==> src/verilog/rcs_pkg.sv <==
// Constants and decode helpers for the reset and clock start-up block
package rcs_pkg;

   // -----------------------------------------------------------------
   // Widths
   // -----------------------------------------------------------------
   localparam int unsigned MULT_W  = 7;
   localparam int unsigned DIV_W   = 3;
   localparam int unsigned CNT_W   = 13;
   localparam int unsigned ADDR_W  = 32;

   // -----------------------------------------------------------------
   // Start-up ratio codes and multipliers
   // -----------------------------------------------------------------
   localparam logic [1:0]        RATIO_6     = 2'h0;
   localparam logic [1:0]        RATIO_32    = 2'h1;
   localparam logic [1:0]        RATIO_16    = 2'h2;
   localparam logic [1:0]        RATIO_RSVD  = 2'h3;
   localparam logic [MULT_W-1:0] MULT_6      = 7'h06;
   localparam logic [MULT_W-1:0] MULT_32     = 7'h20;
   localparam logic [MULT_W-1:0] MULT_16     = 7'h10;
   localparam logic [MULT_W-1:0] MULT_DIRECT = 7'h01;

   // -----------------------------------------------------------------
   // Reset values
   // -----------------------------------------------------------------
   localparam logic [MULT_W-1:0] MULT_RST    = 7'h01;
   localparam logic [DIV_W-1:0]  DIV_RST     = 3'h1;
   localparam logic              BYPASS_RST  = 1'b1;
   localparam logic [1:0]        BOOT_RST    = 2'h0;

   // -----------------------------------------------------------------
   // Timing
   // -----------------------------------------------------------------
   localparam int unsigned LOCK_WAIT_INPUT_CLOCK_PIN = 4096;
   localparam int unsigned LOCK_CYCLES     = LOCK_WAIT_INPUT_CLOCK_PIN;
   localparam logic [ADDR_W-1:0] RESET_VECTOR = 32'h0009_0000;

   // -----------------------------------------------------------------
   // Start-up sequencer states
   // -----------------------------------------------------------------
   typedef enum logic [2:0] {
      ST_RESET = 3'b001,
      ST_LOCK  = 3'b010,
      ST_RUN   = 3'b100
   } rcs_state_e;

   function automatic logic [MULT_W-1:0] ratio_mult(input logic [1:0] code);
      case (code)
         RATIO_6:  ratio_mult = MULT_6;
         RATIO_32: ratio_mult = MULT_32;
         RATIO_16: ratio_mult = MULT_16;
         default:  ratio_mult = MULT_DIRECT;
      endcase
   endfunction

   function automatic logic ratio_direct(input logic [1:0] code);
      ratio_direct = (code == RATIO_RSVD);
   endfunction

endpackage

==> src/verilog/rcs_clk_if.sv <==
// Carrier between the start-up sequencer and the core clock setting
interface rcs_clk_if;
   logic                       startup_load;
   logic [1:0]                 startup_code;
   logic                       core_in_reset;
   logic                       pmc_wr;
   logic [rcs_pkg::MULT_W-1:0] pmc_mult;
   logic [rcs_pkg::DIV_W-1:0]  pmc_div;
   logic                       pmc_bypass;
   logic                       pmc_taken;
   logic [rcs_pkg::MULT_W-1:0] mult;
   logic [rcs_pkg::DIV_W-1:0]  div;
   logic                       bypass;

   modport ctrl (output startup_load, startup_code, core_in_reset,
                 output pmc_wr, pmc_mult, pmc_div, pmc_bypass,
                 input  pmc_taken, mult, div, bypass);
   modport gen  (input  startup_load, startup_code, core_in_reset,
                 input  pmc_wr, pmc_mult, pmc_div, pmc_bypass,
                 output pmc_taken, mult, div, bypass);
endinterface

==> src/verilog/rcs_startup.sv <==
// Reset and clock start-up sequencer, top level
module rcs_startup #(
   parameter int unsigned               LOCK_CYCLES  = rcs_pkg::LOCK_CYCLES,
   parameter logic [rcs_pkg::ADDR_W-1:0] RESET_VECTOR = rcs_pkg::RESET_VECTOR
) (
   // Clock and reset
   input  wire logic                       CLOCK,
   input  wire logic                       RSTN,
   // Configuration pins
   input  wire logic [1:0]                 STARTUP_RATIO_SELECT,
   input  wire logic [1:0]                 BOOT_MODE_SELECT,
   // Power management control write port
   input  wire logic                       PMC_WR,
   input  wire logic [rcs_pkg::MULT_W-1:0] PMC_MULT,
   input  wire logic [rcs_pkg::DIV_W-1:0]  PMC_DIV,
   input  wire logic                       PMC_BYPASS,
   output logic                            PMC_TAKEN,
   // Core clock setting
   output logic [rcs_pkg::MULT_W-1:0]      CORE_CLK_MULT,
   output logic [rcs_pkg::DIV_W-1:0]       CORE_CLK_DIV,
   output logic                            CORE_CLK_DIRECT,
   output logic                            RATIO_RESERVED,
   // Core start
   output logic                            CORE_RESET_N,
   output logic                            CORE_RESET_OUT_N,
   output logic                            FETCH_VALID,
   output logic [rcs_pkg::ADDR_W-1:0]      FETCH_ADDR,
   output logic [1:0]                      BOOT_MODE,
   output logic                            PLL_LOCKED,
   // Core strobe requests
   input  wire logic                       CORE_RD_N,
   input  wire logic                       CORE_WR_N,
   input  wire logic                       CORE_ALE,
   // External strobe pins
   output logic                            RD_N_O,
   output logic                            RD_N_OE_N,
   output logic                            WR_N_O,
   output logic                            WR_N_OE_N,
   output logic                            ALE_O,
   output logic                            ALE_OE_N
);

   localparam logic [rcs_pkg::CNT_W-1:0] LOCK_LAST =
      rcs_pkg::CNT_W'(LOCK_CYCLES - 1);

   rcs_pkg::rcs_state_e state_ff;
   rcs_pkg::rcs_state_e nxt_state;
   logic [rcs_pkg::CNT_W-1:0] lock_cnt_ff;
   logic                      core_rst_n_ff;
   logic                      fetch_ff;
   logic [1:0]                boot_ff;
   logic [1:0]                ratio_ff;
   logic                      rd_n_ff;
   logic                      wr_n_ff;
   logic                      ale_ff;
   logic                      lock_done;

   rcs_clk_if cif ();

   // -----------------------------------------------------------------
   // Sequencer
   // -----------------------------------------------------------------
   assign lock_done = (lock_cnt_ff == LOCK_LAST);

   always_comb begin
      nxt_state = state_ff;
      unique case (state_ff)
         rcs_pkg::ST_RESET: nxt_state = rcs_pkg::ST_LOCK;
         rcs_pkg::ST_LOCK:  if (lock_done) nxt_state = rcs_pkg::ST_RUN;
         rcs_pkg::ST_RUN:   nxt_state = rcs_pkg::ST_RUN;
         default:           nxt_state = rcs_pkg::ST_RESET;
      endcase
   end

   always_ff @(posedge CLOCK or negedge RSTN) begin
      if (!RSTN) begin
         state_ff <= rcs_pkg::ST_RESET;
      end else begin
         state_ff <= nxt_state;
      end
   end

   // -----------------------------------------------------------------
   // Lock wait counter
   // -----------------------------------------------------------------
   always_ff @(posedge CLOCK or negedge RSTN) begin
      if (!RSTN) begin
         lock_cnt_ff <= '0;
      end else if (state_ff == rcs_pkg::ST_LOCK && !lock_done) begin
         lock_cnt_ff <= lock_cnt_ff + 1'b1;
      end
   end

   // -----------------------------------------------------------------
   // Core reset and first fetch
   // -----------------------------------------------------------------
   always_ff @(posedge CLOCK or negedge RSTN) begin
      if (!RSTN) begin
         core_rst_n_ff <= 1'b0;
      end else begin
         core_rst_n_ff <= (nxt_state == rcs_pkg::ST_RUN);
      end
   end

   always_ff @(posedge CLOCK or negedge RSTN) begin
      if (!RSTN) begin
         fetch_ff <= 1'b0;
      end else begin
         fetch_ff <= (state_ff == rcs_pkg::ST_LOCK) && lock_done;
      end
   end

   // -----------------------------------------------------------------
   // Pin capture just after reset release
   // -----------------------------------------------------------------
   always_ff @(posedge CLOCK or negedge RSTN) begin
      if (!RSTN) begin
         boot_ff  <= rcs_pkg::BOOT_RST;
         ratio_ff <= rcs_pkg::RATIO_6;
      end else if (state_ff == rcs_pkg::ST_RESET) begin
         boot_ff  <= BOOT_MODE_SELECT;
         ratio_ff <= STARTUP_RATIO_SELECT;
      end
   end

   assign cif.startup_load  = (state_ff == rcs_pkg::ST_RESET);
   assign cif.startup_code  = STARTUP_RATIO_SELECT;
   assign cif.core_in_reset = !core_rst_n_ff;
   assign cif.pmc_wr        = PMC_WR;
   assign cif.pmc_mult      = PMC_MULT;
   assign cif.pmc_div       = PMC_DIV;
   assign cif.pmc_bypass    = PMC_BYPASS;

   rcs_clkgen u_clkgen (
      .CLOCK (CLOCK),
      .RSTN  (RSTN),
      .cif   (cif)
   );

   // -----------------------------------------------------------------
   // External strobes
   // -----------------------------------------------------------------
   always_ff @(posedge CLOCK or negedge RSTN) begin
      if (!RSTN) begin
         rd_n_ff <= 1'b1;
         wr_n_ff <= 1'b1;
         ale_ff  <= 1'b0;
      end else begin
         rd_n_ff <= CORE_RD_N | ~core_rst_n_ff;
         wr_n_ff <= CORE_WR_N | ~core_rst_n_ff;
         ale_ff  <= CORE_ALE & core_rst_n_ff;
      end
   end

   assign RD_N_O    = rd_n_ff;
   assign WR_N_O    = wr_n_ff;
   assign ALE_O     = ale_ff;
   assign RD_N_OE_N = ~RSTN;
   assign WR_N_OE_N = ~RSTN;
   assign ALE_OE_N  = ~RSTN;

   // -----------------------------------------------------------------
   // Outputs
   // -----------------------------------------------------------------
   assign CORE_RESET_N     = core_rst_n_ff;
   assign CORE_RESET_OUT_N = core_rst_n_ff;
   assign FETCH_VALID      = fetch_ff;
   assign FETCH_ADDR       = RESET_VECTOR;
   assign BOOT_MODE        = boot_ff;
   assign PLL_LOCKED       = core_rst_n_ff;
   assign RATIO_RESERVED   = rcs_pkg::ratio_direct(ratio_ff);
   assign CORE_CLK_MULT    = cif.mult;
   assign CORE_CLK_DIV     = cif.div;
   assign CORE_CLK_DIRECT  = cif.bypass;
   assign PMC_TAKEN        = cif.pmc_taken;

endmodule

==> src/verilog/rcs_clkgen.sv <==
// Core clock ratio and source selection
module rcs_clkgen (
   // Clock and reset
   input  wire logic CLOCK,
   input  wire logic RSTN,
   // Sequencer side
   rcs_clk_if.gen    cif
);

   logic [rcs_pkg::MULT_W-1:0] mult_ff;
   logic [rcs_pkg::DIV_W-1:0]  div_ff;
   logic                       bypass_ff;
   logic                       taken_ff;
   logic                       pmc_ok;

   assign pmc_ok = cif.pmc_wr && !cif.core_in_reset;

   // -----------------------------------------------------------------
   // Ratio and source
   // -----------------------------------------------------------------
   always_ff @(posedge CLOCK or negedge RSTN) begin
      if (!RSTN) begin
         mult_ff   <= rcs_pkg::MULT_RST;
         div_ff    <= rcs_pkg::DIV_RST;
         bypass_ff <= rcs_pkg::BYPASS_RST;
      end else if (cif.startup_load) begin
         mult_ff   <= rcs_pkg::ratio_mult(cif.startup_code);
         div_ff    <= rcs_pkg::DIV_RST;
         bypass_ff <= rcs_pkg::ratio_direct(cif.startup_code);
      end else if (pmc_ok) begin
         mult_ff   <= cif.pmc_mult;
         div_ff    <= cif.pmc_div;
         bypass_ff <= cif.pmc_bypass;
      end
   end

   always_ff @(posedge CLOCK or negedge RSTN) begin
      if (!RSTN) begin
         taken_ff <= 1'b0;
      end else begin
         taken_ff <= pmc_ok;
      end
   end

   assign cif.mult      = mult_ff;
   assign cif.div       = div_ff;
   assign cif.bypass    = bypass_ff;
   assign cif.pmc_taken = taken_ff;

endmodule

==> config.mk <==
export PLATFORM = sky130hd
export DESIGN_NAME = rcs_startup
export DESIGN_NICKNAME = d
export VERILOG_FILES = /design/src/verilog/rcs_pkg.sv /design/src/verilog/rcs_clk_if.sv /design/src/verilog/rcs_startup.sv /design/src/verilog/rcs_clkgen.sv
export SDC_FILE = /design/constraint.sdc
export NUM_CORES = 1
export LEC_CHECK = 0
export BUFFER_PORTS_ARGS = -buffer_cell sky130_fd_sc_hd__buf_2
export CAP_MARGIN = 20
export CORE_ASPECT_RATIO = 1.2
export CORE_UTILIZATION = 30
export DETAILED_ROUTE_END_ITERATION = 6
export GPL_ROUTABILITY_DRIVEN = 1
export GPL_TIMING_DRIVEN = 1
export PLACE_DENSITY_LB_ADDON = 0.08
export SETUP_SLACK_MARGIN = 0.5
export SLEW_MARGIN = 20
export SYNTH_ARGS = -nofsm -noshare
export SYNTH_HDL_FRONTEND = slang
export SYNTH_SLANG_ARGS = --single-unit
==> constraint.sdc <==
create_clock -name CLOCK -period 1.5 [get_ports CLOCK]
set_input_delay 0.3 -clock CLOCK [delete_from_list [all_inputs] [get_ports CLOCK]]
set_output_delay 0.3 -clock CLOCK [all_outputs]
set_load 0.05 [all_outputs]
-- Word level (Yosys, flattened, before mapping)
Cells that the tools add are included.
- flip-flop bits (word level): 37
- input bits: 21
- output and inout port bits: 57
- logic and storage cells: 43
- $add $sub $neg: 1
- equal/unequal tests: 9
- muxes and demuxes: 9
- bitwise gates (word level): 5
- reduce and logical (&&, ||, !) cells: 6
- operator list (cell ; count):
    $pmux W6 S3 ; 1
    $mux W7 ; 2
    $add A13 B1 Y13 const B ; 1
    $eq A13 B12 Y1 const B ; 1
    $mux W3 ; 3
    $pmux W3 S3 ; 1
    $eq A2 B2 Y1 const B ; 3
    $eq A3 B3 Y1 const B ; 2
    $eq A3 B1 Y1 const B ; 1
    $eq A3 B2 Y1 const B ; 1
    $logic_and A1 B1 Y1 ; 3
    $eq A2 B1 Y1 const B ; 1
    $logic_not A2 Y1 ; 1
    $mux W1 ; 2
    $not A1 Y1 ; 2
    $or A1 B1 Y1 ; 2
    $reduce_bool A2 Y1 ; 1
    $and A1 B1 Y1 ; 1
    $logic_not A1 Y1 ; 1

-- Depth between registers and ports, before layout
Gate-level depths: netlist of the first run.
- depth after elaboration: 4
- mapped depth: 6
- gate-level depth less buffers: 5

-- Hierarchy
From an unflattened synthesis of the first run, not the netlist that was laid out.
- cell total of the unflattened synthesis: 180
- area, all modules: 1930.6 µm²
- by module, submodules not included (module ; instances ; cells an instance ; area an instance (µm²) ; seq. area each (µm²)):
    rcs_startup ; 1 ; 128 ; 1396.3 ; 629.4
    rcs_clkgen ; 1 ; 52 ; 534.3 ; 304.0

-- Least setup slack after synthesis of the first run
Ideal clock, no wire load.
- kind: flip-flop to flip-flop
- start point: register lock_cnt_ff[0] (netlist name)
- end point: register lock_cnt_ff[1] (netlist name)
- setup time: 0.125 ns
- data arrival time: 1.390 ns
- data required time: 1.375 ns
- path slack: -0.015 ns
- stages on the path, launching flop included: 6
- path buffers: 0
- clock period less this slack: 1.515 ns
- cell sequence: dfrtp_1 ha_1 nand2_1 nor3_4 a31oi_2 mux2_4
- cells in the longest elaborated chain, start to end: 3
- elaborated cells on any way between the ends: 4
- those cells by class: 1 x add/sub; 1 x eq/ne; 2 x reduce/logical
- ends and longest elaborated chain (what ; line ; source):
    start: declaration ; rcs_startup.sv:48 ; logic [rcs_pkg::CNT_W-1:0] lock_cnt_ff;
    start signal: assignment ; rcs_startup.sv:90 ; lock_cnt_ff <= lock_cnt_ff + 1'b1;
    branches (longest 3 deep; another with $add A13 B1 Y13) ; -- ;
Several ways; the timed one is not identified.
A chain may end at the register's enable or synchronous reset.

-- Worst setup path in the final report of the first run
- start point: register state_ff[2]
- end point: register lock_cnt_ff[1] (netlist name)
- cells in the longest elaborated chain, start to end: 2
- ends and longest elaborated chain (what ; line ; source):
    start: declaration ; rcs_startup.sv:46 ; rcs_pkg::rcs_state_e state_ff;
    start signal: assignment ; rcs_startup.sv:77 ; state_ff <= rcs_pkg::ST_RESET;
    start signal: assignment ; rcs_startup.sv:79 ; state_ff <= nxt_state;
    $eq A3 B2 Y1 ; rcs_startup.sv:89 ; end else if (state_ff == rcs_pkg::ST_LOCK && !lock_done) begin
    $logic_and A1 B1 Y1 ; rcs_startup.sv:89 ;
Every way passes these cells.

==> results of run 1 <==
## worst min-delay path by stage
stage | start | end | slack (ns) | cells after the start
finish | RSTN | ALE_O | 0.06 | 2
global route | RSTN | ALE_O | 0.10 | 2
CTS | RSTN | ALE_O | 0.12 | 2
detailed placement | RSTN | ALE_O | 0.43 | 2
global placement | RSTN | ALE_O | 0.44 | 2
floorplan | RSTN | ALE_O | 0.004 | 0
## cell families (layout without fill, tap and decap cells)
kind of cell | count (synthesis) | count (layout)
adders and majority gates | 1 | 1
AOI/OAI and AO/OA | 31 | 31
muxes | 1 | 1
buffers and inverters | 44 | 91
xor gates and xnor gates | 6 | 6
and+or+nand+nor | 76 | 77
DFF | 37 | 37
other | 2 | 32
## flip-flops by register name, summed over array words and instances (netlist names)
signal and cells:
lock_cnt_ff 13, u_clkgen.cif.mult 7, state_ff 3, u_clkgen.cif.div 3
BOOT_MODE 2, ratio_ff 2, ALE_O 1, CORE_RESET_N 1
FETCH_VALID 1, RD_N_O 1, WR_N_O 1, u_clkgen.cif.bypass 1
u_clkgen.cif.pmc_taken 1
## report_power, final
group	internal, mW	switching [mW]	total [mW]
Clock	0.322	0.353	0.676
Combinational	0.0768	0.290	0.367
Sequential	1.01	0.00997	1.02
Total	1.41	0.653	2.07
## per-stage QoR
step	instance area (sq um)	power, mW	util (%)
finish	2910	2.07	47.6
global route	2910	2.15	47.6
CTS	2740	2.08	44.7
detailed placement	2270	1.36	37.1
global placement	2270	1.36	37.1
floorplan	2120	1.36	-
## layout by cell type (no fill, tap or decap), drive strengths merged, types with 2 or more instances in the layout
cell type,Yosys,layout
inv,4,3
and3,2,2
xor2,4,4
conb,2,32
nor3,2,2
and2,3,3
nand2,41,41
dfrtp,31,31
nand3,5,5
clkinv,0,2
o22ai,2,2
clkbuf,3,6
nor3b,2,2
o21a,2,2
or2,2,3
a21oi,15,15
nand2b,4,4
dfstp,6,6
nor2,9,9
xnor2,2,2
a31oi,7,7
o21ai,2,2
buf,37,79
## final cells by class
class	instances	area (sq um)	area share [%]
repair buffers	79	711	24.4
well taps	82	103	3.52
clock inverters	2	10.0	0.343
inverters	4	21.3	0.730
clock buffers	6	72.6	2.49
multi-input cells	148	1060	36.3
flip-flops and latches	37	938	32.2
## metal layers
metal  vias up  GRT usage [%]  wire length, um
met5         -              0                0
met4         0           5.56               25
met3         2           2.47              220
met2        42           24.6             2420
met1       739           14.3             1690
li1        747              -                -
## what timing repair did
action	4_1_cts	5_1_grt
buffers inserted	11	2
pin swaps	16	19
cloned	1	0
endpoints found under the setup margin	58	59
hold buffers	0	0
resized for setup	80	35
## worst max-delay path: stages, from the launching register on
cell     delay (ns)
dfrtp_1        0.41
buf_4          0.16
nor3b_4        0.20
inv_2          0.06
a31oi_4        0.18
mux2_4         0.32
==> metrics.md, run 1 <==
| Metric | Value |
|---|---|
| HPWL Detailed | 2880 um |
| Ys flop type | dfrtp_1 |
| Synthesized flop and latch total | 37 |
| Clock Skews | 0.00302 ns |
| Via count | 1530 |
| Crit. Startpoint | state_ff[2] |
| Port Buffers | 45 |
| Layout fillers | 618 |
| Min-Delay Path Class | in -> async |
| Clk_lat worst skew | 0.29 ns |
| Cell with the most instances after synthesis | nand2_1 |
| Sequential fraction of the synthesis area | 48.4% |
| First-pass GRT wire length | 6960 um |
| WP data required | 1.67 ns |
| Leak | 1.32 nW |
| Number of synthesized flops with an enable pin | 0 |
| Inst Count DP | 336 |
| Mux contribution to synthesized area | 0.779% |
| RSZ-0062 raised after global routing | yes |
| Final Max Slew Viols | 0 |
| # diodes | 0 |
| Clk root buf | clkbuf_8 |
| Final TNS setup | 0 ns |
| Crit Path Class | reg -> reg |
| I/O pin cnt | 78 |
| Post-route clock period utilization | 95.8% |
| Chip width | 75.2 um |
| Die height | 89.8 um |
| Largest family of logic cells by synthesized area | simple AND/OR/NAND/NOR gates |
| Nets | 297 |
| Pwr/cell area | 709 nW/um^2 |
| Synthesized instance count | 198 |
| Core Box Area | 6130 sq um |
| CP Data Arrival Time | 1.61 ns |
| Post-synthesis cell type count | 40 |
| Share of the synthesized area in the top cell type | 40.3% |
| Minimum clock period | 1.44 ns |
| Xor/xnor cell area share of the yosys netlist | 2.73% |
| Initial DRC Count | 33 |
| Status | finished clean |
| Initial antenna violation count | 0 |
| Max-Cap Viols | 0 |
| Grt ovf | 0 |
| Worst Setup Start Kind | flop |
| Commonest cells in the netlist | 41 x nand2_1, 36 x buf_4, 31 x dfrtp_1 |
| Area Overhead vs Synth | 51.2% |
| Aggregate routed wire length | 4360 um |
| Routed Antenna Nets | 0 |
| Final setup fails | 0 |
| Fmax | 696 MHz |
| Vias in the first global route | 1558 |
| Adder-cell share of the synthesized area | 0.649% |
| Origin of the critical flop-to-flop path | state_ff[2] |
| Peak supply drop | 0.000302 V |
| Initial Utilization | 31.4% |
| CTS buffer count | 5 |
| R2R cell count | 5 |
| Largest net degree at the start of global routing | 38 |
| Setup crit end | lock_cnt_ff[1] |
| Hold slack final | 0.0612 ns |
| Final WS setup | 0.0626 ns |
| Synthesized area per cell | 9.73 sq um |
| Yosys warning count | 0 |
| Worst r2r dst | lock_cnt_ff[1] |
| Share of layout cells above drive strength 1 | 51.8% |
| Synth async-reset ratio | 100% |
| Largest area contributor in the netlist | dfrtp_1 |
| # rows | 31 |
| H-tree levels | 2 |
| Post-Synth Simple-Gate Area | 21.6% |
| Clk sink count | 37 |
| Pre-CTS WS | 0.0423 ns |
| Synth Area in Compound Gates | 9.81% |
| CTS tree | done |
| Maximum clock path buffer count | 2 |
| Drt drc | 0 |
| Crit Path Max Fanout | 3 |
| Die ar. | 6750 sq um |
| R2r setup slk | 0.06 ns |
| RePlAce Congestion | 0.771 |
| Length of the first detailed-routing pass in iterations | 4 |
| Clk slew on worst S/H paths | 0.07 ns |
| Cell area after synthesis | 1930 sq um |
| DR WL/cell | 12.2 um |
| CP Capture Type | flop |
| Post-Layout Cell Count | 358 |
| Via density | 4.27 |
| Final hold viol count | 0 |
| Tot GR Track Use | 13.4% |
| Synth area leaders | dfrtp_1 40%, buf_4 14%, dfstp_2 8.2%, nand2_1 8.0%, a21oi_1 3.9% |
Note: power is estimated with default switching activity, not from simulation.
==> run 2, diff against run 1 <==
--- a/config.mk
+++ b/config.mk
@@ -7,2 +7,3 @@
 export LEC_CHECK = 0
+export ABC_AREA = 1
 export BUFFER_PORTS_ARGS = -buffer_cell sky130_fd_sc_hd__buf_2
@@ -11,2 +12,3 @@
 export CORE_UTILIZATION = 30
+export CTS_CLUSTER_SIZE = 28
 export DETAILED_ROUTE_END_ITERATION = 6
==> constraint.sdc (replaced) <==
create_clock -name CLOCK -period 1.5 [get_ports CLOCK]
set_input_delay 0.075 -clock CLOCK [delete_from_list [all_inputs] [get_ports CLOCK]]
set_output_delay 0.075 -clock CLOCK [all_outputs]
set_load 0.05 [all_outputs]
==> run 2 against run 1 <==
Fmax is 10% higher. Clock skew up 0.0012 ns. Non-clock buffer count grew 6. First-iteration DRC count is 21% higher. Sequential share of layout area down 0.72 points. Global-route usage rose by 1.1 points. Utilization fell by 1.4 points. Synthesized cell count rose by 27%. Clock power is 2% lower. Hold slack worse by 0.052 ns. Critical endpoint is now lock_cnt_ff[0]. Largest cell class unchanged. Highest routed layer unchanged.
==> metrics.md, run 2 <==
| Metric | Value |
|---|---|
| Crit path cell chain | ha_4, inv_2, nor2_4, nand2_4, inv_2, nand2_2, nand2_4, buf_12, nand2_2, nand2_1 |
| Synthesized instance count | 252 |
| Synth area leaders | dfrtp_1 38%, nand2_1 15%, buf_4 13%, dfstp_2 7.8%, inv_1 4.7% |
| CTS tree | done |
| Cell area after synthesis | 2020 sq um |
| Tot GR Track Use | 14.5% |
| Synth async-reset ratio | 100% |
| H-tree levels | 2 |
| Area Overhead vs Synth | 47.5% |
| Initial antenna violation count | 0 |
| Pwr/cell area | 690 nW/um^2 |
| Multi-input gate area | 1030 sq um |
| Nets | 358 |
| Max-Cap Viols | 0 |
| Minimum clock period | 1.30 ns |
| Clk slew on worst S/H paths | 0.07 ns |
| Tot Pwr | 2.05 mW |
| First-pass GRT wire length | 8090 um |
| Largest area contributor in the netlist | dfrtp_1 |
| Number of synthesized flops with an enable pin | 0 |
| HPWL Detailed | 3180 um |
| # rows | 32 |
| Clk root buf | clkbuf_8 |
| Clk sink count | 37 |
| Final Max Slew Viols | 0 |
| Initial DRC Count | 40 |
| Dpl cell area | 2310 sq um |
| CP Capture Type | flop |
| Peak supply drop | 0.000323 V |
| Synthesized flop and latch total | 37 |
| RSZ-0062 raised after global routing | yes |
| Core Box Area | 6450 sq um |
| Synthesized area per cell | 8.00 sq um |
| Crit Path Class | reg -> reg |
| Ys flop type | dfrtp_1 |
| I/O pin cnt | 78 |
| Chip width | 76.8 um |
| Max reg flops | 13 |
| CTS buffer count | 5 |
| Post-synthesis cell type count | 26 |
| DR WL/cell | 11.2 um |
| Fmax | 768 MHz |
| Clk_lat worst skew | 0.28 ns |
| Largest net degree at the start of global routing | 21 |
| Commonest cells in the netlist | 79 x nand2_1, 36 x buf_4, 31 x dfrtp_1 |
| Share of layout cells above drive strength 1 | 43.9% |
| Layout fillers | 674 |
| Die ar. | 7050 sq um |
| Most common cell after layout, fill and taps aside | nand2_1 |
| Grt ovf | 0 |
| Min-Delay Path Class | in -> reg |
| Worst Setup Start Kind | flop |
| RePlAce Congestion | 0.691 |
| Leak | 1.55 nW |
| Length of the first detailed-routing pass in iterations | 4 |
| Fin area | 2970 sq um |
| Final hold viol count | 0 |
| CP Data Arrival Time | 1.48 ns |
| Port Buffers | 45 |
| Via count | 1721 |
| # diodes | 0 |
| Drt drc | 0 |
| Share of the synthesized area in the top cell type | 38.5% |
| Post-route clock period utilization | 86.8% |
| Maximum clock path buffer count | 2 |
| Cell with the most instances after synthesis | nand2_1 |
| Status | finished clean |
| Crit-path slowest cell | dfrtp_1 |
| Final setup fails | 0 |
| Via density | 4.08 |
| Vias in the first global route | 1717 |
| Aggregate routed wire length | 4720 um |
| Routed Antenna Nets | 0 |
| Final TNS setup | 0 ns |
| Max stage delay on crit path | 0.41 ns |
| WP data required | 1.67 ns |
| Seq. cell area | 936 sq um |
| Most frequent cells in the layout | 60 x nand2_1, 32 x conb_1, 29 x dfrtp_1 |
| Clock Skews | 0.00421 ns |
| Crit Path Max Fanout | 5 |
| Register with the most flip-flops | lock_cnt_ff |
| Yosys warning count | 0 |
| Initial Utilization | 31.3% |
| Die height | 91.8 um |
| Sequential fraction of the synthesis area | 46.3% |
run 2: cell types whose count changed after synthesis, sizes merged, moves of 5 or more:
cell and change:
nand2 +42, inv +21, a21oi -12, nor2 +12, o21ai +9, a31oi -5
run 2: cell families (layout without fill, tap and decap cells):
logic type               after synthesis  count (layout)  share of synthesized area (%)
adder cells (fa/ha/maj)                1               1                          0.621
AND/OR/NAND/NOR                      123             124                           26.1
AO/OA/AOI/OAI                         20              20                           5.59
flip-flops                            37              37                           46.3
XOR/XNOR                               4               4                           1.74
other                                  2              32                          0.373
buffers and inverters                 65             119                           19.3
run 2: worst paths after layout:
path / slack, ns / depth (start not counted) / to / start
max: 0.20 / 10 / lock_cnt_ff[0] / lock_cnt_ff[1]
min: 0.01 / 3 / u_clkgen.cif.div[2] / PMC_DIV[2]
max reg2reg: 0.20 / 10 / lock_cnt_ff[0] / lock_cnt_ff[1]
min reg2reg: 0.49 / 2 / BOOT_MODE[1] / BOOT_MODE[1]
max in group asynchronous: 0.86 / 3 / WR_N_O / RSTN
min in group asynchronous: 0.36 / 3 / lock_cnt_ff[5] / RSTN
run 2: layer usage:
layer  up-vias  global-route usage, %  wire, um
met2        35                   26.5      2660
met1       801                   16.5      1790
met4         0                   4.33        58
met5         -                      0         0
li1        880                      -         -
met3         5                   3.38       209
run 2: report_power, final:
group | switching [mW] | internal [mW]
Combinational | 0.288 | 0.0759
Sequential | 0.0108 | 1.01
Clock | 0.340 | 0.322
run 2: per-stage QoR:
step	util [%]	hold slack, ns	setup slack, ns	cells
final	46.1	0.00956	0.198	422
after global routing	46.1	0.0110	0.107	422
after CTS	43.6	0.00113	0.187	419
after detailed placement	35.8	0.0961	0.116	383
after global placement	35.8	0.108	0.128	383
after floorplan	-	-0.221	0.210	282
run 2: repair_timing:
action | 4_1_cts | 5_1_grt
endpoints found under the setup margin | 43 | 49
hold buffers | 9 | 0
setup buffers | 17 | 3
pin swaps | 12 | 8
gates cloned | 2 | 0
hold endpoints to repair | 39 | 0
resized for setup | 57 | 44
run 2: layout make-up:
| cell class | count | share of cell area [%] |
|---|---|---|
| clock inverters | 2 | 0.337 |
| flip-flops and latches | 37 | 31.5 |
| multi-input cells | 181 | 34.7 |
| inverters | 26 | 3.45 |
| clock buffers | 6 | 2.44 |
| repair buffers | 85 | 24.0 |
| well taps | 85 | 3.58 |
run 2: critical path: cells and delay by family, from the launching register on:
family / cells / cell delay (ns)
flip-flops: 1 / 0.41
AND/OR/NAND/NOR: 6 / 0.36
buffers and inverters: 3 / 0.24
adder cells (fa/ha/maj): 1 / 0.17
